--- config.mk ---
export PLATFORM = sky130hd
export DESIGN_NAME = oopc_top
export DESIGN_NICKNAME = d
export VERILOG_FILES = /design/src/oopc_pkg.sv /design/src/oopc_wait.sv /design/src/oopc_top.sv
export SDC_FILE = /design/constraint.sdc
export NUM_CORES = 1
export LEC_CHECK = 0
export ABC_AREA = 1
export BUFFER_PORTS_ARGS = -buffer_cell sky130_fd_sc_hd__clkbuf_2
export CORE_ASPECT_RATIO = 2
export CORE_MARGIN = 8
export CORE_UTILIZATION = 55
export CTS_CLUSTER_SIZE = 8
export DETAILED_ROUTE_END_ITERATION = 16
export PLACE_DENSITY = 0.79
export SETUP_SLACK_MARGIN = 0.02
export SYNTH_ARGS = -nofsm -noshare
export SYNTH_HDL_FRONTEND = slang
export SYNTH_SLANG_ARGS = --single-unit
export TNS_END_PERCENT = 5
--- constraint.sdc ---
create_clock -name hclk -period 4.6 [get_ports hclk]
set_input_delay 0.92 -clock hclk [delete_from_list [all_inputs] [get_ports hclk]]
set_output_delay 0.92 -clock hclk [all_outputs]
set_load 0.005 [all_outputs]
--- src/oopc_pkg.sv ---
package oopc_pkg;
  localparam logic [16:0] OPT_BASE = 17'h00FE4;
  localparam logic [16:0] OPT_LAST = 17'h00FFC;
  localparam logic [16:0] PROG_BASE = 17'h01000;
  localparam logic [16:0] PROG_LAST = 17'h0FFFF;
  localparam int OPT_COUNT = 7;
  localparam logic [2:0] IDX_SYS = 3'h0;
  localparam logic [2:0] IDX_P01 = 3'h1;
  localparam logic [2:0] IDX_P36 = 3'h2;
  localparam logic [2:0] IDX_P9A = 3'h3;
  localparam logic [2:0] IDX_P4 = 3'h4;
  localparam logic [2:0] IDX_P7 = 3'h5;
  localparam logic [2:0] IDX_P8 = 3'h6;
  localparam int BIT_DUAL = 4;
  localparam int BIT_RSTOUT = 3;
  localparam int BIT_POR = 2;
  localparam logic [7:0] BLANK_BYTE = 8'hFF;
  localparam logic [1:0] OSC_2P18 = 2'h3;
  localparam logic [1:0] OSC_2P16 = 2'h2;
  localparam logic [1:0] OSC_2P12 = 2'h1;
  localparam logic [1:0] OSC_RSVD = 2'h0;
  localparam logic [18:0] WAIT_2P18 = 19'h40000;
  localparam logic [18:0] WAIT_2P16 = 19'h10000;
  localparam logic [18:0] WAIT_2P12 = 19'h01000;
  localparam logic [15:0] IO_LAST = 16'h007F;
  localparam logic [15:0] VEC_BASE = 16'hFFC0;
  localparam logic [31:0] ADR_SYS = 32'h0000_0000;
  localparam logic [31:0] ADR_P01 = 32'h0000_0004;
  localparam logic [31:0] ADR_P36 = 32'h0000_0008;
  localparam logic [31:0] ADR_P9A = 32'h0000_000C;
  localparam logic [31:0] ADR_P4 = 32'h0000_0010;
  localparam logic [31:0] ADR_P7 = 32'h0000_0014;
  localparam logic [31:0] ADR_P8 = 32'h0000_0018;
  localparam logic [31:0] ADR_STAT = 32'h0000_001C;
  localparam logic [31:0] ADR_CTRL = 32'h0000_0020;
  localparam logic [1:0] HTRANS_NONSEQ = 2'h2;
  typedef enum logic [1:0] {
    LD_FETCH = 2'b00,
    LD_WAIT = 2'b01,
    LD_RUN = 2'b10
  } oopc_ld_type;
endpackage

--- src/oopc_wait.sv ---
`timescale 1ns/1ps
module oopc_wait
  import oopc_pkg::*;
(
  input wire logic hclk,
  input wire logic hresetn,
  input wire logic clk_en,
  input wire logic start,
  input wire logic [1:0] osc_code,
  output logic busy
);
  logic [18:0] cnt_ff;
  logic [18:0] nxt_cnt;

  function automatic logic [18:0] wait_len(input logic [1:0] code);
    case (code)
      OSC_2P18: wait_len = WAIT_2P18;
      OSC_2P16: wait_len = WAIT_2P16;
      OSC_2P12: wait_len = WAIT_2P12;
      default: wait_len = WAIT_2P18;
    endcase
  endfunction

  // The wait runs regardless of clock source, so an external clock gets it too.
  always_comb begin
    nxt_cnt = cnt_ff;
    if (start) begin
      nxt_cnt = wait_len(osc_code);
    end else if (cnt_ff != 19'h00000) begin
      nxt_cnt = cnt_ff - 19'h00001;
    end
  end

  always_ff @(posedge hclk or negedge hresetn) begin
    if (!hresetn) begin
      cnt_ff <= 19'h00000;
    end else if (clk_en) begin
      cnt_ff <= nxt_cnt;
    end
  end

  assign busy = (cnt_ff != 19'h00000);

  property p_wait_load;
    @(posedge hclk) disable iff (!hresetn)
      (clk_en && start && osc_code == OSC_2P12) |=> (cnt_ff == WAIT_2P12);
  endproperty
  a_wait_load: assert property (p_wait_load) else $error("Wait length not loaded for short code.");
  property p_wait_long;
    @(posedge hclk) disable iff (!hresetn)
      (clk_en && start && osc_code == OSC_2P18) |=> (cnt_ff == WAIT_2P18);
  endproperty
  a_wait_long: assert property (p_wait_long) else $error("Wait length not loaded for long code.");
  property p_wait_down;
    @(posedge hclk) disable iff (!hresetn)
      (clk_en && !start && busy) |=> (cnt_ff == $past(cnt_ff) - 19'h00001);
  endproperty
  a_wait_down: assert property (p_wait_down) else $error("Wait counter did not step down.");
endmodule

--- src/oopc_top.sv ---
// Implementation choices: the register addresses and register access over AHB-Lite.
`timescale 1ns/1ps
module oopc_top
  import oopc_pkg::*;
(
  input wire logic hclk,
  input wire logic hresetn,
  input wire logic clk_en,
  input wire logic hsel,
  input wire logic [31:0] haddr,
  input wire logic [1:0] htrans,
  input wire logic hwrite,
  input wire logic [2:0] hsize,
  input wire logic [31:0] hwdata,
  input wire logic hready,
  output logic [31:0] hrdata,
  output logic hreadyout,
  output logic hresp,
  input wire logic prog_mode,
  input wire logic [16:0] prog_addr,
  input wire logic [7:0] prog_din,
  input wire logic prog_we_n,
  input wire logic prog_oe_n,
  output logic [7:0] prog_dout,
  output logic prog_doe,
  input wire logic stop_release,
  input wire logic int_reset,
  input wire logic [15:0] cpu_addr,
  output logic cpu_run,
  output logic osc_wait,
  output logic dual_clock,
  output logic reset_out_en,
  output logic por_enable,
  output logic osc_reserved,
  output logic [1:0] osc_code,
  output logic [7:0] pullup_en_p0,
  output logic [7:0] pullup_en_p1,
  output logic [7:0] pullup_en_p3,
  output logic [7:0] pullup_en_p6,
  output logic [7:0] pullup_en_p9,
  output logic [7:0] pullup_en_pa,
  output logic [4:0] pullup_en_p4,
  output logic [7:0] pullup_en_p7,
  output logic [7:0] pullup_en_p8,
  output logic [1:0] mem_region
);
  import oopc_pkg::*;

  // Option storage, blank on reset; a real part keeps it in the PROM cells.
  logic [7:0] opt_ff [OPT_COUNT];
  logic [7:0] nxt_opt [OPT_COUNT];
  logic [7:0] cfg_ff [OPT_COUNT];
  logic [7:0] nxt_cfg [OPT_COUNT];
  logic [2:0] idx_ff;
  logic [2:0] nxt_idx;
  oopc_ld_type st_ff;
  oopc_ld_type nxt_st;
  logic [1:0] pm_sync_ff;
  logic [1:0] nxt_pm_sync;
  logic [26:0] nxt_pin_s1;
  logic [26:0] pin_s1_ff;
  logic [26:0] pin_s2_ff;
  logic [16:0] pin_addr;
  logic [7:0] pin_din;
  logic pin_we_n;
  logic pin_oe_n;
  logic [8*OPT_COUNT-1:0] opt_flat;
  logic [1:0] sr_sync_ff;
  logic [1:0] nxt_sr_sync;
  logic sr_prev_ff;
  logic nxt_sr_prev;
  logic wait_start;
  logic wait_busy;
  logic pm;
  logic prog_hit;
  logic [2:0] prog_idx;
  logic [7:0] prog_rd_ff;
  logic [7:0] nxt_prog_rd;
  logic prog_doe_ff;
  logic nxt_prog_doe;
  logic bus_wr_ff;
  logic nxt_bus_wr;
  logic [31:0] bus_addr_ff;
  logic [31:0] nxt_bus_addr;
  logic [31:0] rdata_ff;
  logic [31:0] nxt_rdata;
  logic reload_req;
  logic addr_phase;

  // Only addresses 00FE4H..00FFCH on a four-byte stride name an option byte.
  function automatic logic opt_hit(input logic [16:0] a);
    opt_hit = (a >= OPT_BASE) && (a <= OPT_LAST) && (a[1:0] == 2'h0);
  endfunction

  function automatic logic [2:0] opt_index(input logic [16:0] a);
    logic [16:0] d;
    d = a - OPT_BASE;
    opt_index = d[4:2];
  endfunction

  function automatic logic [7:0] pair_spread(input logic [3:0] b);
    pair_spread = {~b[3], ~b[3], ~b[2], ~b[2], ~b[1], ~b[1], ~b[0], ~b[0]};
  endfunction

  assign pm = pm_sync_ff[1];
  // Programmer pins come from another clock, so they pass two flops; the programmer holds each phase long enough.
  assign nxt_pin_s1 = {prog_addr, prog_din, prog_we_n, prog_oe_n};
  assign {pin_addr, pin_din, pin_we_n, pin_oe_n} = pin_s2_ff;
  assign prog_hit = opt_hit(pin_addr);
  assign prog_idx = opt_index(pin_addr);
  assign addr_phase = hsel && hready && (htrans == HTRANS_NONSEQ);

  // Programmer port: only writes into the option window are kept; the program
  // array itself lives outside this block. No identifier read exists.
  always_comb begin
    for (int i = 0; i < OPT_COUNT; i++) begin
      nxt_opt[i] = opt_ff[i];
    end
    nxt_prog_rd = prog_rd_ff;
    nxt_prog_doe = 1'b0;
    if (pm) begin
      if (!pin_we_n && prog_hit) begin
        nxt_opt[prog_idx] = pin_din;
      end
      if (!pin_oe_n && pin_we_n) begin
        nxt_prog_doe = 1'b1;
        nxt_prog_rd = prog_hit ? opt_ff[prog_idx] : BLANK_BYTE;
      end
    end
    if (!pm && bus_wr_ff) begin
      case (bus_addr_ff)
        ADR_SYS: nxt_opt[IDX_SYS] = hwdata[7:0];
        ADR_P01: nxt_opt[IDX_P01] = hwdata[7:0];
        ADR_P36: nxt_opt[IDX_P36] = hwdata[7:0];
        ADR_P9A: nxt_opt[IDX_P9A] = hwdata[7:0];
        ADR_P4: nxt_opt[IDX_P4] = hwdata[7:0];
        ADR_P7: nxt_opt[IDX_P7] = hwdata[7:0];
        ADR_P8: nxt_opt[IDX_P8] = hwdata[7:0];
        default: ;
      endcase
    end
  end

  // Loader: after reset every option byte is copied into the decode latch one
  // per cycle, then, if the BIT_POR bit is set, the oscillation wait runs before the CPU may fetch.
  always_comb begin
    nxt_st = st_ff;
    nxt_idx = idx_ff;
    for (int i = 0; i < OPT_COUNT; i++) begin
      nxt_cfg[i] = cfg_ff[i];
    end
    wait_start = 1'b0;
    case (st_ff)
      LD_FETCH: begin
        nxt_cfg[idx_ff] = opt_ff[idx_ff];
        if (idx_ff == 3'(OPT_COUNT - 1)) begin
          nxt_st = LD_WAIT;
          nxt_idx = 3'h0;
          wait_start = cfg_ff[IDX_SYS][BIT_POR] || (idx_ff == IDX_SYS && opt_ff[IDX_SYS][BIT_POR]) ? 1'b1 : 1'b0;
        end else begin
          nxt_idx = idx_ff + 3'h1;
        end
      end
      // A restart leaves the wait for a new fetch; a count already running is not cleared and runs out unless the fetch end starts a new wait over it.
      LD_WAIT: begin
        if (reload_req || int_reset) begin
          nxt_st = LD_FETCH;
        end else if (!wait_busy) begin
          nxt_st = LD_RUN;
        end
      end
      LD_RUN: begin
        if (reload_req || int_reset) begin
          nxt_st = LD_FETCH;
        end else if (sr_prev_ff == 1'b0 && sr_sync_ff[1] == 1'b1) begin
          nxt_st = LD_WAIT;
          wait_start = 1'b1;
        end
      end
      default: begin
        nxt_st = LD_FETCH;
        nxt_idx = 3'h0;
      end
    endcase
  end

  assign nxt_pm_sync = {pm_sync_ff[0], prog_mode};
  assign nxt_sr_sync = {sr_sync_ff[0], stop_release};
  assign nxt_sr_prev = sr_sync_ff[1];
  assign reload_req = !pm && bus_wr_ff && (bus_addr_ff == ADR_CTRL) && hwdata[0];

  // AHB-Lite slave with zero wait states; unmapped reads return zero.
  assign nxt_bus_wr = addr_phase && hwrite;
  assign nxt_bus_addr = addr_phase ? haddr : bus_addr_ff;
  always_comb begin
    nxt_rdata = rdata_ff;
    if (addr_phase && !hwrite) begin
      case (haddr)
        ADR_SYS: nxt_rdata = {24'h000000, opt_ff[IDX_SYS]};
        ADR_P01: nxt_rdata = {24'h000000, opt_ff[IDX_P01]};
        ADR_P36: nxt_rdata = {24'h000000, opt_ff[IDX_P36]};
        ADR_P9A: nxt_rdata = {24'h000000, opt_ff[IDX_P9A]};
        ADR_P4: nxt_rdata = {24'h000000, opt_ff[IDX_P4]};
        ADR_P7: nxt_rdata = {24'h000000, opt_ff[IDX_P7]};
        ADR_P8: nxt_rdata = {24'h000000, opt_ff[IDX_P8]};
        ADR_STAT: nxt_rdata = {28'h0000000, osc_reserved, pm, wait_busy, cpu_run};
        default: nxt_rdata = 32'h00000000;
      endcase
    end
  end

  always_ff @(posedge hclk or negedge hresetn) begin
    if (!hresetn) begin
      for (int i = 0; i < OPT_COUNT; i++) begin
        opt_ff[i] <= BLANK_BYTE;
        cfg_ff[i] <= BLANK_BYTE;
      end
      idx_ff <= 3'h0;
      st_ff <= LD_FETCH;
      pm_sync_ff <= 2'h0;
      pin_s1_ff <= {17'h00000, 8'h00, 1'b1, 1'b1};
      pin_s2_ff <= {17'h00000, 8'h00, 1'b1, 1'b1};
      sr_sync_ff <= 2'h0;
      sr_prev_ff <= 1'b0;
      prog_rd_ff <= BLANK_BYTE;
      prog_doe_ff <= 1'b0;
      bus_wr_ff <= 1'b0;
      bus_addr_ff <= 32'h00000000;
      rdata_ff <= 32'h00000000;
    end else if (clk_en) begin
      opt_ff <= nxt_opt;
      cfg_ff <= nxt_cfg;
      idx_ff <= nxt_idx;
      st_ff <= nxt_st;
      pm_sync_ff <= nxt_pm_sync;
      pin_s1_ff <= nxt_pin_s1;
      pin_s2_ff <= pin_s1_ff;
      sr_sync_ff <= nxt_sr_sync;
      sr_prev_ff <= nxt_sr_prev;
      prog_rd_ff <= nxt_prog_rd;
      prog_doe_ff <= nxt_prog_doe;
      bus_wr_ff <= nxt_bus_wr;
      bus_addr_ff <= nxt_bus_addr;
      rdata_ff <= nxt_rdata;
    end
  end

  oopc_wait oopc_wait_i (
    .hclk(hclk),
    .hresetn(hresetn),
    .clk_en(clk_en),
    .start(wait_start),
    .osc_code(cfg_ff[IDX_SYS][1:0]),
    .busy(wait_busy)
  );

  assign hrdata = rdata_ff;
  assign hreadyout = 1'b1;
  assign hresp = 1'b0;
  assign prog_dout = prog_rd_ff;
  assign prog_doe = prog_doe_ff;
  assign cpu_run = (st_ff == LD_RUN) && !pm;
  assign osc_wait = wait_busy;

  // Decoded settings come only from the latch, so PROM writes take effect at
  // the next reset or reload, never mid-run. Bits 7..5 of the system and port 4 bytes are not decoded.
  assign dual_clock = cfg_ff[IDX_SYS][BIT_DUAL];
  assign reset_out_en = cfg_ff[IDX_SYS][BIT_RSTOUT];
  assign por_enable = cfg_ff[IDX_SYS][BIT_POR];
  assign osc_code = cfg_ff[IDX_SYS][1:0];
  assign osc_reserved = (cfg_ff[IDX_SYS][1:0] == OSC_RSVD);
  assign pullup_en_p0 = pair_spread(cfg_ff[IDX_P01][3:0]);
  assign pullup_en_p1 = pair_spread(cfg_ff[IDX_P01][7:4]);
  assign pullup_en_p3 = pair_spread(cfg_ff[IDX_P36][3:0]);
  assign pullup_en_p6 = pair_spread(cfg_ff[IDX_P36][7:4]);
  assign pullup_en_p9 = pair_spread(cfg_ff[IDX_P9A][3:0]);
  assign pullup_en_pa = pair_spread(cfg_ff[IDX_P9A][7:4]);
  assign pullup_en_p4 = ~cfg_ff[IDX_P4][4:0];
  assign pullup_en_p7 = ~cfg_ff[IDX_P7];
  assign pullup_en_p8 = ~cfg_ff[IDX_P8];

  // Region of the CPU address: 0 I/O, 1 data, 2 program, 3 vector tables.
  assign mem_region = (cpu_addr <= IO_LAST) ? 2'h0 :
                      (cpu_addr >= VEC_BASE) ? 2'h3 :
                      (cpu_addr >= PROG_BASE[15:0]) ? 2'h2 : 2'h1;

  property p_no_run_in_wait;
    @(posedge hclk) disable iff (!hresetn) wait_busy |-> !cpu_run;
  endproperty
  a_no_run_in_wait: assert property (p_no_run_in_wait) else $error("CPU ran during oscillation wait.");
  property p_stop_wait;
    @(posedge hclk) disable iff (!hresetn)
      (clk_en && st_ff == LD_RUN && !int_reset && !reload_req && !sr_prev_ff && sr_sync_ff[1])
      |=> ##1 wait_busy;
  endproperty
  a_stop_wait: assert property (p_stop_wait) else $error("No wait after stop release.");
  property p_no_id;
    @(posedge hclk) disable iff (!hresetn)
      (clk_en && pm && !pin_oe_n && pin_we_n && !prog_hit) |=> (prog_dout == BLANK_BYTE);
  endproperty
  a_no_id: assert property (p_no_id) else $error("Outside option window a non-blank byte was read.");
  // Packed copy of the store, so the stride check watches one vector.
  always_comb begin
    for (int i = 0; i < OPT_COUNT; i++) begin
      opt_flat[8*i +: 8] = opt_ff[i];
    end
  end
  property p_stride;
    @(posedge hclk) disable iff (!hresetn)
      (clk_en && pm && !pin_we_n && pin_addr[1:0] != 2'h0) |=> $stable(opt_flat);
  endproperty
  a_stride: assert property (p_stride) else $error("Option written off the four-byte stride.");
  property p_dual;
    @(posedge hclk) disable iff (!hresetn)
      (clk_en && st_ff == LD_FETCH && idx_ff == IDX_SYS) |=> (dual_clock == $past(opt_ff[IDX_SYS][BIT_DUAL]));
  endproperty
  a_dual: assert property (p_dual) else $error("Clock system select wrong.");
  property p_rstout;
    @(posedge hclk) disable iff (!hresetn)
      (clk_en && st_ff == LD_FETCH && idx_ff == IDX_SYS)
      |=> (reset_out_en == $past(opt_ff[IDX_SYS][BIT_RSTOUT]) && por_enable == $past(opt_ff[IDX_SYS][BIT_POR]));
  endproperty
  a_rstout: assert property (p_rstout) else $error("Reset output or power-on select wrong.");
  property p_pair;
    @(posedge hclk) disable iff (!hresetn) pullup_en_p0[1] == pullup_en_p0[0] && pullup_en_p9[7] == pullup_en_p9[6];
  endproperty
  a_pair: assert property (p_pair) else $error("Paired pull-ups disagree.");
  property p_hold;
    @(posedge hclk) disable iff (!hresetn) (st_ff == LD_RUN && $past(st_ff) == LD_RUN) |-> $stable(pullup_en_p7);
  endproperty
  a_hold: assert property (p_hold) else $error("Settings changed while running.");
  c_run: cover property (@(posedge hclk) disable iff (!hresetn) $rose(cpu_run));
  c_prog: cover property (@(posedge hclk) disable iff (!hresetn) pm && !pin_we_n && prog_hit);
  c_stop: cover property (@(posedge hclk) disable iff (!hresetn) st_ff == LD_RUN ##1 st_ff == LD_WAIT);
endmodule

# After elaboration in Yosys (flattened, before gate mapping)
# Cells that the tools add are included.
totals:
  regBits: 269
  output_inout_bits: 122
  word_cells: 176
op_classes:
  add_sub_neg: 3
  order_cmp: 9
  n_eq_ne: 23
  muxes: 45
  n_bitwise: 31
  n_reduce_logical: 38
ops:
  columns: ["cell", "count"]
  rows:
  - ["32-bit by 5-bit == test with 1-bit output, second input constant", 7]
  - ["56-bit two-way mux", 3]
  - ["32-bit by 4-bit == test with 1-bit output, second input constant", 4]
  - ["56-bit bitwise mux", 2]
  - ["8-bit two-way mux", 14]
  - ["32-bit by 3-bit == test with 1-bit output, second input constant", 2]
  - ["32-bit logical NOT", 2]
  - ["8-bit case mux with 8 select lines", 1]
  - ["8-bit binary-select mux with 3-bit select", 2]
  - ["8-bit demux with 3-bit select", 2]
  - ["19-bit two-way mux", 2]
  - ["19-bit case mux with 2 select lines", 1]
  - ["32-bit by 6-bit == test with 1-bit output, second input constant", 1]
  - ["1-bit NOT", 26]
  - ["19-bit nonzero test", 1]
  - ["19-bit by 1-bit subtractor with 19-bit output, second input constant", 1]
  - ["17-bit by 12-bit greater-or-equal comparator with 1-bit output, second input constant", 1]
  - ["17-bit by 12-bit less-or-equal comparator with 1-bit output, second input constant", 1]
  - ["16-bit by 13-bit greater-or-equal comparator with 1-bit output, second input constant", 1]
  - ["16-bit greater-or-equal comparator, second input constant", 1]
  - ["16-bit by 7-bit less-or-equal comparator with 1-bit output, second input constant", 1]
  - ["1-bit logical AND", 16]
  - ["2-bit two-way mux", 8]
  - ["8-bit NOT", 2]
  - ["other kinds (25)", 47]

# Logic depth before layout (Yosys ltp)
depth:
  ltp_word: 11
  mapped_depth: 15

# Cells and area by module
# A second synthesis with hierarchy kept.
hier_totals:
  cells_unflattened: 1978
  hier_area_um2: 14096.0
by_module_without_submodules:
  columns: ["mod", "instances", "cells_per_inst", "area_each_um2", "seq_area_each_um2"]
  rows:
  - ["oopc_top", 1, 1781, 12659.6, 5652.9]
  - ["oopc_wait", 1, 197, 1436.4, 475.5]

# Worst setup path after synthesis
# Ideal clock, no wire load.
synth_timing:
  path_type: "in2out"
  from: "in cpu_addr[14]"
  to: "out mem_region[0]"
  arrival_ns: 1.734
  required_time_ns: 3.680
  path_slack_ns: 1.946
  cell_stages: 3
  path_buffers: 0
  cell_sequence: "or4_1 > nor3_1 > a22oi_1"
synth_between:
  elab_chain_len: 4
synth_lines:
  columns: ["element", "line_no", "rtl"]
  rows:
  - ["start, declared", "oopc_top.sv:28", "input wire logic [15:0] cpu_addr,"]
  - ["16-bit by 13-bit greater-or-equal comparator with 1-bit output", "oopc_top.sv:285", "(cpu_addr >= PROG_BASE[15:0]) ? 2'h2 : 2'h1;"]
  - ["2-bit two-way mux", "oopc_top.sv:285", null]
  - ["2-bit two-way mux", "oopc_top.sv:284", "(cpu_addr >= VEC_BASE) ? 2'h3 :"]
  - ["2-bit two-way mux (*)", "oopc_top.sv:283", "assign mem_region = (cpu_addr <= IO_LAST) ? 2'h0 :"]
  - ["end, declared", "oopc_top.sv:45", "output logic [1:0] mem_region"]
# Mark *: on every way between the ends. The rest lies on a longest branch, timed or not.

# Worst setup path in the final report
layout_timing:
  from: "reg oopc_wait_i.cnt_ff[0]"
  to: "out osc_wait"
layout_between:
  elab_chain_len: 1
layout_lines:
  columns: ["element", "line_no", "rtl"]
  rows:
  - ["start, declared", "oopc_wait.sv:12", "logic [18:0] cnt_ff;"]
  - ["start signal, assigned", "oopc_wait.sv:38", "cnt_ff <= nxt_cnt;"]
  - ["19-bit nonzero test", "oopc_wait.sv:42", "assign busy = (cnt_ff != 19'h00000);"]
  - ["end, declared", "oopc_top.sv:30", "output logic osc_wait,"]
# No other way between the ends.

==> reports/metrics.csv <==
stage;metric;value;unit
run_status;status;finished with violations;
run_status;violations;DRC;
die;die_h;240;microns
global_routing;grt_usage;27.4;%
layout;area_delta_synth_final;13.4;%
die;die_w;128;microns
clocking;clockBufferDepth;3;
global_routing;grt_pass1_wl;66300;microns
global_routing;globalRouteOverflowTotal;0;
place;place.gp.congestion;1.03;
synth;synthCells;1935;
pwr;netSwitchingFraction;34.5;%
pwr;p_clk_share;31.6;%
timing;rsz0062_at_grt;false;
worst_hold_path;hold_path.class;flop to flop;
worst_setup_path;path_class;flop to primary output;
synth;synth_warnings;0;
layout;final_nets;2198;
global_routing;grt_max_degree;123;
drt;routed_wl;42200;microns
pwr;sequentialPowerShare;41.1;%
synth;synth_top_area_share;22.4;%
clocking;cts.sinks;239;
synth;ys_seq_area_share;44.3;%
synth;async_reset_ff_share;100;%
timing;relSlewSlack;35.3;%
die;design.die.area;30800;sq um
pwr;cellPowerDensity;479;nW/um^2
timing;fin_crit;3340;ps
synth;synth.area.top_cells;dfstp_2 22%, dfrtp_1 22%, nand2_1 19%;
drt;via_per_inst;5.39;
place;dp.cells;2365;
die;ios;243;
layout;multi_input_area;6260;sq um
synth;synth_area;13800;sq um
drt;drtIter0Drc;1077;
synth;avgSynthCellArea;7.15;sq um
layout;final_util;63.0;%
drt;ant_nets;0;
worst_setup_path;end_kind;primary output;
layout;fin_cells;2425;
drt;drc;1;
worst_setup_path;crit_path_max_fanout;6;
timing;post-route-period-util;72.5;%
worst_setup_path;critPathArrivalTime;2420;ps
die;initial_core_util;55.5;%
timing;fmax;300;MHz
pwr;power;7.52;mW
clocking;h-tree-depth;2;
clocking;clk_latency;520;ps
pwr;intPower;4.93;mW
timing;timing_hold_violations_final;0;
synth;ys_ff_latch;239;
die;rows;82;
synth;synth_cell_type_count;52;
global_routing;grt_pass1_vias;13100;
clocking;cts_root_buffer;clkbuf_16;
clocking;hold_buffers;0;
pwr;ir_drop;0.000363;V
layout;register_area;6130;sq um
layout;num-fill-cells;2317;
timing;finalMaxSlewViolations;0;
clocking;numCtsBuffers;35;
clocking;cts_resized;0;
place;hpwl;31000;microns
global_routing;antenna_found_initial;1;
drt;drt_first_pass_iters;13;
drt;vias;13100;
synth;ys.flop_type;dfrtp_1;
synth;synth-edff-count;0;
pwr;p_leak;8.06;nW
die;core_area;24900;sq um
job;drv_cap;0;
timing;hold_ws;461;ps
layout;drive_gt1_share;19.1;%
place;portBuffers;183;
clocking;post-cts-setup-buffer-count;0;
pwr;combPwrFrac;27.3;%
synth;synth_area_leader_cell;dfstp_2;
drt;wl_per_cell;17.4;microns
clocking;cts_tree;done;
pwr;p_sw;2.60;mW
timing;tightest_slew;969;ps
timing;finalSetupTns;0;ps
timing;setup_violations;0;
clocking;clkTransAtPathRegs;60;ps
worst_setup_path;start_kind;flop;
timing;skew;15.1;ps
worst_setup_path;critPathRequiredTime;3680;ps
[layer usage]
layer / track usage (%) / up-vias / routed length (microns) / part of all wire [%]
li1: - / 6325 / - / -
met1: 27.7 / 6099 / 14800 / 35
met2: 50.9 / 510 / 22600 / 54
met3: 3.22 / 148 / 2200 / 5.2
met4: 19.2 / 0 / 2570 / 6.1
met5: 0 / - / 0 / 0
[critical path: stages (launching register included)]
cell and delay, ps:
dfrtp_1 440, inv_1 120, ha_1 230, nand2_1 140, nor2_2 220, nand3_1 90
nor3_1 260, nand3_1 240, clkbuf_2 180
[cell type report]
cell class | count | area share (%)
Antenna cell | 1 | 0.0159
Tap cell | 336 | 2.68
Timing Repair Buffer | 200 | 6.89
Clock buffer | 57 | 6.24
Inverter | 212 | 5.08
Sequential cell | 239 | 39.0
Multi-Input combinational cell | 1378 | 39.9
Clock inverter | 2 | 0.159
[cell families (layout without fill, tap and decap cells)]
group / count (synthesis) / in the layout / synth area share [%]
AO/OA/AOI/OAI: 230 / 230 / 9.28
XOR/XNOR: 15 / 15 / 0.949
adder cells (fa/ha/maj): 11 / 11 / 0.994
buffers and inverters: 342 / 471 / 11.2
flip-flops: 239 / 239 / 44.3
multiplexers: 1 / 1 / 0.0813
other: 2 / 27 / 0.0543
AND/OR/NAND/NOR: 1095 / 1095 / 33.1
[synthesized netlist by cell type (15+ instances only)]
cell / n
buf_2: 18
buf_4: 55
clkbuf_1: 40
dfrtp_1: 121
dfstp_2: 118
inv_1: 203
nand2_1: 708
nand3_1: 197
nand4_1: 15
nor2_1: 118
nor3_1: 15
o21ai_0: 159
o21ai_1: 16
[registers in the layout, indices dropped and copies added (netlist names)]
| register | count |
|---|---|
| pin_s1_ff | 27 |
| por_enable | 1 |
| idx_ff | 3 |
| sr_prev_ff | 1 |
| pm_sync_ff | 2 |
| pin_s2_ff | 27 |
| oopc_wait_i.cnt_ff | 19 |
| cfg_ff | 45 |
| osc_code | 2 |
| st_ff | 2 |
| dual_clock | 1 |
| opt_ff | 56 |
| bus_wr_ff | 1 |
| reset_out_en | 1 |
| prog_doe | 1 |
| sr_sync_ff | 2 |
| prog_dout | 8 |
| hrdata | 8 |
| bus_addr_ff | 32 |
[per-stage QoR]
step / instance area [sq um] / setup slack (ps)
after floorplan: 13900 / 1950
after global placement: 14700 / 1560
after detailed placement: 14700 / 1470
after CTS: 15700 / 1260
after global routing: 15700 / 1070
final: 15700 / 1260
[cells in the final DEF, fill, tap and decap left out, drive strengths merged, types with 5 or more instances in the layout]
cell,instances
nor3,19
ha,11
clkbuf,238
buf,19
nor2,130
inv,210
nand2,714
a31oi,8
a22oi,11
o21ai,175
or2,6
a211oi,10
nand3,199
xor2,11
conb,26
dfrtp,121
nand4,17
o211ai,9
a22o,5
dfstp,118
[final timing paths]
check	to	cells after the start	slack (ps)	from
max in group asynchronous	opt_ff[36]	2	3150	hresetn
max reg2reg	opt_ff[50]	11	1630	pin_s2_ff[12]
min in group asynchronous	oopc_wait_i.cnt_ff[7]	1	490	hresetn
min reg2reg	pin_s1_ff[1]	2	460	pin_s1_ff[1]
max	osc_wait	8	1260	oopc_wait_i.cnt_ff[0]
min	pin_s1_ff[1]	2	460	pin_s1_ff[1]
[power by group through the flow]
| stage | clock network, mW | registers, mW | logic (mW) |
|---|---|---|---|
| 2_1_floorplan | 0 | 2.97 | 1.45 |
| 3_5_place_dp | 0 | 3.11 | 2.06 |
| 5_1_grt | 2.49 | 3.15 | 2.32 |
| 6_report | 2.38 | 3.09 | 2.05 |
| 3_3_place_gp | 0 | 3.09 | 2.01 |
| 4_1_cts | 2.41 | 3.08 | 2.08 |
(Power assumes the default switching activity.)
